--- src/logic/lbr_pkg.sv ---
// Package of constants for the line break reader interlock.
package lbr_pkg;

    // ******************************************************************
    // Input conditioning
    // ******************************************************************
    localparam int unsigned CLK_PERIOD_NS  = 100;
    localparam int unsigned DEBOUNCE_US    = 5000;
    localparam int unsigned DEBOUNCE_CYC   = (DEBOUNCE_US * 1000) / CLK_PERIOD_NS;
    localparam int unsigned NUM_INPUTS     = 9;
    localparam int unsigned CNT_W          = 16;

    // Bit positions of the conditioned input vector.
    localparam int unsigned IN_LINE_BREAK  = 0;
    localparam int unsigned IN_TAPE_LOADED = 1;
    localparam int unsigned IN_RUN         = 2;
    localparam int unsigned IN_OPERATE     = 3;
    localparam int unsigned IN_MANUAL      = 4;
    localparam int unsigned IN_INTERLOCK   = 5;
    localparam int unsigned IN_AA_REST     = 6;
    localparam int unsigned IN_AA_REST_TWO = 7;
    localparam int unsigned IN_TEST_BIAS   = 8;

    // Reset value of the conditioned inputs: everything inactive.
    localparam logic [NUM_INPUTS-1:0] IN_RESET = 9'h000;

    // ******************************************************************
    // Line break relay states
    // ******************************************************************
    typedef enum logic [1:0]
    {
        LBR_RELEASED  = 2'b01,
        LBR_ENERGIZED = 2'b10
    } lbr_relay_t;

endpackage : lbr_pkg

--- src/logic/lbr_interlock.sv ---
// Line break reader interlock: relay, clutch and alarm logic of a tape sender.
`timescale 1ns/1ps

// What this block, the modems and the operator must do
// RQ1: The far modem keeps sending the line break tone while it is in data mode.
// RQ2: The line break indication reaches the line break relay driver only in operate position.
// RQ3: Line break with tape loaded energizes the line break relay; tape loss releases it.
// RQ4: The energized relay opens the alarm path contact and closes the reader permit contact.
// RQ5: The clutch runs only with run set, auto answer rest closed and reader permit closed.
// RQ6: The reader never senses tape while the reader permit contact is open.
// RQ7: Loss of line break opens the reader permit contact; in test position the bias keeps it closed.
// RQ8: Run with reader permit open energizes the alarm relay and audible and visual alarms.
// RQ9: End of tape releases the line break relay and so stops the clutch.
// RQ10: Alarm relay follows run, both auto answer rest contacts and alarm path; aux alarm follows.
// RQ11: Setting stop disables all alarm outputs.
// RQ12: In manual mode the motor start relay stays released whatever the interlock does.
// RQ13: On data mode the modem raises its interlock output.
// RQ14: Before manual operation the inputs rest in their idle states.
// RQ15: The operator waits a few seconds after data mode before selecting run; the testbench sets run in the same step as data mode.
// RQ16: All contact and modem inputs are synchronized and debounced before use.

module lbr_interlock
    import lbr_pkg::*;
(
    input  wire logic clk_i,
    input  wire logic rstn_i,
    input  wire logic ce_i,
    input  wire logic line_break_i,
    input  wire logic tape_loaded_i,
    input  wire logic run_i,
    input  wire logic test_operate_selector_a_i,
    input  wire logic test_operate_selector_b_i,
    input  wire logic manual_mode_i,
    input  wire logic interlock_i,
    input  wire logic auto_answer_rest_contact_i,
    input  wire logic auto_answer_rest_contact_two_i,
    output logic      line_break_relay_driver_o,
    output logic      motor_start_relay_driver_o,
    output logic      alarm_path_contact_o,
    output logic      reader_permit_contact_o,
    output logic      reader_clutch_o,
    output logic      alarm_relay_o,
    output logic      audible_alarm_o,
    output logic      visual_alarm_o,
    output logic      aux_alarm_enable_o
);

    // ******************************************************************
    // Reset release
    // ******************************************************************

    // Releasing reset straight from the pin could let some flops leave reset one
    // edge before others; the two-flop copy makes every flop leave it together.
    logic [1:0] rst_sync;
    logic       rstn;

    // Assertion is asynchronous, release is taken through two flops.
    always_ff @(posedge clk_i or negedge rstn_i)
    begin
        if (!rstn_i)
            rst_sync <= 2'b00;
        else
            rst_sync <= {rst_sync[0], 1'b1};
    end

    assign rstn = rst_sync[1];

    // ******************************************************************
    // State
    // ******************************************************************

    // All state but the reset synchronizer lives in one record so that the clock enable can freeze it in one place.
    // The contact outputs are flops of their own, so every output stays registered.
    typedef struct packed
    {
        logic [NUM_INPUTS-1:0]            s1;
        logic [NUM_INPUTS-1:0]            s2;
        logic [NUM_INPUTS-1:0]            s3;
        logic [NUM_INPUTS-1:0]            stable;
        logic [NUM_INPUTS-1:0][CNT_W-1:0] cnt;
        lbr_relay_t                       relay;
        logic                             motor;
        logic                             alarm_path;
        logic                             permit;
        logic                             clutch;
        logic                             alarm;
        logic                             aux;
    } lbr_state_t;

    // At reset the relay is down, so the alarm path contact rests closed
    // and every driver output is off.
    localparam lbr_state_t STATE_RESET = '{
        s1:         IN_RESET,
        s2:         IN_RESET,
        s3:         IN_RESET,
        stable:     IN_RESET,
        cnt:        '0,
        relay:      LBR_RELEASED,
        motor:      1'b0,
        alarm_path: 1'b1,
        permit:     1'b0,
        clutch:     1'b0,
        alarm:      1'b0,
        aux:        1'b0
    };

    lbr_state_t state;
    lbr_state_t next_state;
    logic [NUM_INPUTS-1:0] raw;

    // Selector in test position biases both relay drivers as if data mode were up.
    // Bit order follows the IN_ positions of the package.
    assign raw = {~test_operate_selector_b_i, auto_answer_rest_contact_two_i,
                  auto_answer_rest_contact_i, interlock_i, manual_mode_i,
                  test_operate_selector_a_i, run_i, tape_loaded_i, line_break_i};

    // Debounce step shared by every input channel.
    // Any disagreement restarts the count, so a bouncing contact is never accepted.
    function automatic logic [CNT_W-1:0] lbr_count(input logic agree,
                                                   input logic [CNT_W-1:0] cur);
        if (!agree)
            return '0;
        else
            return cur + 16'h0001;
    endfunction : lbr_count

    // ******************************************************************
    // Next state
    // ******************************************************************

    always_comb
    begin
        logic lb_gated;
        logic energize;
        lb_gated   = 1'b0;
        energize   = 1'b0;
        next_state = state;
        // Three-stage synchronizer; only stages two and three are compared.
        next_state.s1 = raw;                                             // see RQ16
        next_state.s2 = state.s1;
        next_state.s3 = state.s2;
        // A change is accepted only after it holds for the debounce time,
        // which filters contact bounce at the price of a few ms of delay.
        for (int i = 0; i < NUM_INPUTS; i++)
        begin
            if (state.s2[i] == state.s3[i] && state.s3[i] != state.stable[i])
            begin
                next_state.cnt[i] = lbr_count(1'b1, state.cnt[i]);       // see RQ16
                if (state.cnt[i] >= CNT_W'(DEBOUNCE_CYC - 1))
                begin
                    next_state.stable[i] = state.s3[i];
                    next_state.cnt[i]    = '0;
                end
            end
            else
            begin
                next_state.cnt[i] = lbr_count(1'b0, state.cnt[i]);
            end
        end
        // Line break reaches the driver only via operate; test simulates data mode.
        lb_gated = (state.stable[IN_LINE_BREAK] && state.stable[IN_OPERATE])  // see RQ2
                   || state.stable[IN_TEST_BIAS];
        // Relay holds through the tape-out contact; end of tape drops it.
        energize = lb_gated && state.stable[IN_TAPE_LOADED];             // see RQ3, RQ7, RQ9
        // The relay has no memory of its own beyond this state: it falls
        // as soon as its energizing path breaks, just as the coil would.
        unique case (state.relay)
            LBR_RELEASED:
            begin
                if (energize)
                    next_state.relay = LBR_ENERGIZED;
            end
            LBR_ENERGIZED:
            begin
                if (!energize)
                    next_state.relay = LBR_RELEASED;
            end
            default:
            begin
                next_state.relay = LBR_RELEASED;
            end
        endcase
        // Contacts follow the relay state of this cycle's decision.
        next_state.permit     = (next_state.relay == LBR_ENERGIZED);     // see RQ4
        next_state.alarm_path = (next_state.relay != LBR_ENERGIZED);     // see RQ4
        // Clutch path: run, first rest contact, reader permit in series.
        next_state.clutch = state.stable[IN_RUN] && state.stable[IN_AA_REST]
                            && next_state.permit;                        // see RQ5, RQ6
        // Alarm path: run, both rest contacts, alarm path contact in series.
        // Stop breaks the series path, so all alarms drop with it.
        next_state.alarm = state.stable[IN_RUN] && state.stable[IN_AA_REST]
                           && state.stable[IN_AA_REST_TWO]
                           && next_state.alarm_path;                     // see RQ8, RQ10, RQ11
        next_state.aux   = next_state.alarm;                             // see RQ10
        // In test position the bias drives the motor relay as if data mode were up.
        // Manual breaks the path from the interlock driver to the motor relay.
        next_state.motor = (state.stable[IN_INTERLOCK] || state.stable[IN_TEST_BIAS])
                           && !state.stable[IN_MANUAL];                  // see RQ12
    end

    // Clock enable freezes every bit of the state record; the reset synchronizer keeps running.
    // While ce_i is low the debounce time stretches by the frozen cycles.
    always_ff @(posedge clk_i or negedge rstn)
    begin
        if (!rstn)
            state <= STATE_RESET;
        else if (ce_i)
            state <= next_state;
    end

    // ******************************************************************
    // Outputs
    // ******************************************************************

    // Every output but the relay driver, a decode of state.relay, is a flop of the state record.
    // The three alarm outputs share one flop, so they can never disagree.
    assign line_break_relay_driver_o  = (state.relay == LBR_ENERGIZED);
    assign motor_start_relay_driver_o = state.motor;
    assign alarm_path_contact_o       = state.alarm_path;
    assign reader_permit_contact_o    = state.permit;
    assign reader_clutch_o            = state.clutch;
    assign alarm_relay_o              = state.alarm;
    assign audible_alarm_o            = state.alarm;
    assign visual_alarm_o             = state.alarm;
    assign aux_alarm_enable_o         = state.aux;

    // Mirror of the relay decision, used only to aim the alarm check at cycles that leave the relay released.
    logic energize_chk;
    assign energize_chk = ((state.stable[IN_LINE_BREAK] && state.stable[IN_OPERATE])
                           || state.stable[IN_TEST_BIAS]) && state.stable[IN_TAPE_LOADED];
endmodule : lbr_interlock

--- config.mk ---
export PLATFORM = sky130hd
export DESIGN_NAME = lbr_interlock
export DESIGN_NICKNAME = d
export VERILOG_FILES = /design/src/logic/lbr_pkg.sv /design/src/logic/lbr_interlock.sv
export SDC_FILE = /design/constraint.sdc
export NUM_CORES = 1
export LEC_CHECK = 0
export BUFFER_PORTS_ARGS = -buffer_cell sky130_fd_sc_hd__buf_2
export CORE_MARGIN = 2
export CORE_UTILIZATION = 53
export CTS_CLUSTER_SIZE = 30
export DETAILED_ROUTE_END_ITERATION = 6
export PLACE_DENSITY = 0.66
export RECOVER_POWER = 25
export SKIP_CTS_REPAIR_TIMING = 1
export SLEW_MARGIN = 25
export SYNTH_ARGS = -nofsm -noshare
export SYNTH_HDL_FRONTEND = slang
export SYNTH_SLANG_ARGS = --single-unit
--- constraint.sdc ---
create_clock -name clk_i -period 7.6 [get_ports clk_i]
set_input_delay 1.52 -clock clk_i [delete_from_list [all_inputs] [get_ports clk_i]]
set_output_delay 1.52 -clock clk_i [all_outputs]
set_load 0.02 [all_outputs]
# ---- Word-level counts from Yosys, hierarchy flattened
# Index checks and enable logic that the tools add are counted.
dict set report totals {
  regBits 189
  in_bits 12
  out_inout_bits 9
  elab_cells 118
}
dict set report op_classes {
  n_addsub 9
  n_lt_le_gt_ge 9
  n_eq_ne 22
  mux 21
  bitwise_logic 1
  n_reduce_logical 28
}
# op n
set op_table {}
lappend op_table {{16-bit two-way mux} 18}
lappend op_table {{16-bit by 1-bit adder with 16-bit output (second input constant)} 9}
lappend op_table {{16-bit greater-or-equal comparator (second input constant)} 9}
lappend op_table {{3-bit AND reduction} 9}
lappend op_table {{1-bit logical AND} 16}
lappend op_table {{1-bit == test} 9}
lappend op_table {{1-bit inequality test} 9}
lappend op_table {{2-bit == test (second input constant)} 2}
lappend op_table {{2-bit two-way mux} 2}
lappend op_table {{2-bit one-hot mux with 2 select lines} 1}
lappend op_table {{2-bit by 1-bit == test with 1-bit output (second input constant)} 1}
lappend op_table {{1-bit logical OR} 2}
lappend op_table {{2-bit inequality test (second input constant)} 1}
lappend op_table {{1-bit zero test} 1}
lappend op_table {{1-bit NOT} 1}

# ---- Logic depth before layout (Yosys ltp)
dict set report depth {
  ltp_word 7
  ltp_mapped 7
  mapped_depth_nobuf 7
}

# ---- Least setup slack after synthesis
# OpenSTA, ideal clock, no wires.
dict set report synth_timing {
  kind {input port to flip-flop}
  startpoint {in ce_i}
  endpoint {reg state[146] (netlist bit)}
  setup_time_ns 0.082
  arrival_ns 2.805
  required_time_ns 7.518
  setup_slack_ns 4.713
  cell_stages 7
  path_buffers 2
  cell_sequence {buf_2 -> nand4bb_1 -> o2bb2ai_1 -> or2_2 -> buf_2 -> a31o_2 -> a31oi_1}
}
# item line_no
set synth_lines {}
lappend synth_lines {{start: declaration} lbr_interlock.sv:27} ;# input wire logic ce_i,
lappend synth_lines {{end signal: assignment} lbr_interlock.sv:208} ;# state <= next_state;
lappend synth_lines {{end: declaration} lbr_interlock.sv:107} ;# lbr_state_t state;

==> results_dict.tcl <==
set metrics [dict create \
    placementRows 50 \
    seqPwrFrac_pct 49.2 \
    yosys_warnings 0 \
    peakVddDrop_uv 137.6 \
    gp_congestion 0.7963 \
    hold_path_class "flop to flop" \
    critPathMaxStageDelay_ns 0.68 \
    cp_slowest_cell "nor2_1" \
    p_sw_share_pct 25.05 \
    grt_max_degree 82 \
    postSynthAreaPerCell_sq_um 9.328 \
    outcome "finished with violations" \
    coreArea_sq_um 18770 \
    grt_pass1_wl_microns 36580 \
    antenna_found_initial 0 \
    fp.dieW_microns 142.5 \
    critPathKind "input pin to flop" \
    p_int_mw 1.689 \
    rsz0062_at_grt "no" \
    p_comb_share_pct 9.2 \
    synth_edf_count 0 \
    syn-num-nets 1113 \
    slew_viol_final 61 \
    routed_wl_microns 21010 \
    violations "capacitance limit, slew limit" \
    hpwl_microns 13330 \
    path_clk_slew_ns 0.07 \
    maxSlewHeadroom_pct -61.92 \
    die_area_sq_um 20310 \
    critical_path.top_delay_family "buffers and inverters" \
    tightest_slew_ns 2.429 \
    areaGrowthSynthToFinish_pct 8.295 \
    yosysTopAreaCellShare_pct 46.03 \
    cts_tree "done" \
    grt_overflow 0 \
    synth-seq-cells 189 \
    cts-root-buf "clkbuf_16" \
    synthFlopType "dfrtp_1" \
    switching_power_mw 0.5645 \
    yosysUniqueCellTypes 67 \
    insertedDiodeCount 0 \
    clkSinkCount 189 \
    post-route-min-period_ns 3.639 \
    num_vias 8161 \
    hold_slack_ns 0.3521 \
    ys_top_cells_by_count "dfrtp_1 (187), nand2_1 (115), o21ai_0 (73), nor2_1 (69), a21oi_1 (61)" \
    cap_violations 1 \
    drc 0 \
    finalSetupViolCount 0 \
    clk_latency_ns 0.42 \
    ys_seq_area_share_pct 46.54 \
    hold_viol_final 0 \
    clk_path_buf_depth 2 \
    nNetsFinal 1107 \
    synth_most_common_cell "dfrtp_1" \
    crit_path_start_kind "input pin" \
    drt_iter0_drc 403 \
    wl_per_cell_microns 15.79 \
    synth_async_sr_flop_share_pct 100.0 \
    crit_chain "buf_4 > buf_12 > nand4b_1 > o2bb2ai_1 > nor2_1 > a41oi_1 > a31oi_1" \
    num_io_pins 21 \
    port_buffers 20 \
    synth.area.top_cells "dfrtp_1 (46%), nand2_1 (4.2%), o21ai_0 (3.6%)" \
    crit_required_ns 7.95 \
    skew_ns 0.009281 \
    grt_usage_pct 21.86 \
    crit_fanout 81 \
    cts_made_buffers 17 \
    drive_above_1_share_pct 10.13 \
    start_util_pct 54.17 \
    r2r_slack_ns 4.62 \
    synth_area_sq_um 10170 \
    power_density_nw_per_um2 204.7 \
    die_h_microns 142.5 \
    cp-end-kind "flop" \
    arrival_ns 3.99 \
    p_leak_nw 4.491 \
    max_clock_freq_mhz 274.8 \
    yosysTopAreaCell "dfrtp_1" \
    clkPwrFrac_pct 41.5 \
    final.setup.tns_ns 0 \
    cp_num_buf_inv 2 \
    detail-route-antenna-nets 0 \
    syn_inst 1090 \
    fillCellCount 1632 \
    htreeDepth 4 \
    grt_pass1_vias 7624 \
    drtPass1Iterations 5 \
    vias_per_cell 6.136 \
    fin_crit_sh_pct 47.88 \
]
[kinds of logic after synthesis]
logic type      share of synthesized area [%]
flops                                   46.54
fa+ha+maj                               1.354
xor+xnor                               0.6892
mux                                     4.578
other cells                           0.03688
buf+inv                                 3.089
compound gates                          20.80
simple gates                            22.91
[routing by layer]
metal	vias to the layer above	track usage, %	share of wire [%]
met1	3922	31.11	50
met2	144	35.05	47
li1	4084	-	-
met4	0	4.690	0.68
met5	-	0	0
met3	11	4.172	3.1
[area by class of cell]
| class | count | area (sq um) | area share [%] |
|---|---|---|---|
| repair buffers | 24 | 143.9 | 1.307 |
| clock buffers | 21 | 480.5 | 4.364 |
| well taps | 234 | 292.8 | 2.659 |
| multi-input cells | 828 | 5134 | 46.62 |
| inverters | 24 | 90.09 | 0.8182 |
| flip-flops and latches | 189 | 4732 | 42.98 |
| clock inverters | 10 | 137.6 | 1.250 |
[path summary, 6_finish.rpt]
path	endpoint	start	cells after the start
max	state[146]	ce_i	7
max reg2reg	state[136]	rst_sync[1]	1
max in group asynchronous	state[136]	rst_sync[1]	1
min	rst_sync[1]	rst_sync[0]	0
min in group asynchronous	rst_sync[0]	rstn_i	1
min reg2reg	rst_sync[1]	rst_sync[0]	0
[power groups by stage]
| stage | Sequential [mW] | Combinational (mW) | Clock [mW] |
|---|---|---|---|
| 4_1_cts | 1.11 | 0.211 | 0.958 |
| 5_1_grt | 1.12 | 0.236 | 1.00 |
| 3_5_place_dp | 1.13 | 0.210 | 0 |
| 6_report | 1.11 | 0.208 | 0.936 |
| 3_3_place_gp | 1.13 | 0.206 | 0 |
| 2_1_floorplan | 1.12 | 0.161 | 0 |
[layout by cell type (no fill, tap or decap), drive strengths merged, types with 5 or more instances in the layout]
cell     count
nor4        18
a221o        5
o31ai        7
nand3       59
or2         11
a22o        18
o221ai       6
o21a         7
buf         23
nor2        71
ha          11
clkbuf      22
mux2i       15
o21bai       5
dfrtp      187
nor3        50
clkinv       5
xnor2        6
and3        21
mux2        28
and2        12
nand4       29
a21oi       61
o2bb2ai      9
nor3b       10
o21ai       73
o21ba        5
nand2      115
a21o        19
or3         18
and3b        6
and4         7
o211ai      11
a41oi        7
a31oi       56
nand2b       6
inv         24
a211oi      12
[registers in the layout (all words and copies together), names as in the netlist]
| signal | cells |
|---|---|
| reader_clutch_o | 1 |
| next_state | 18 |
| rst_sync | 2 |
| motor_start_relay_driver_o | 1 |
| alarm_path_contact_o | 1 |
| reader_permit_contact_o | 1 |
| aux_alarm_enable_o | 1 |
| state | 164 |
[stage by stage]
step / instance area [sq um] / power [mW] / worst slack [ns] / cells / util [%]
floorplan: 10170 / 1.285 / 1.947 / 1090 / -
global placement: 10390 / 1.332 / 3.268 / 1299 / 55.33
detailed placement: 10390 / 1.339 / 3.415 / 1299 / 55.36
CTS: 11010 / 2.279 / 3.820 / 1330 / 58.65
global route: 11010 / 2.358 / 3.704 / 1330 / 58.67
finish: 11010 / 2.254 / 3.961 / 1330 / 58.67
(Power assumes the default switching activity.)
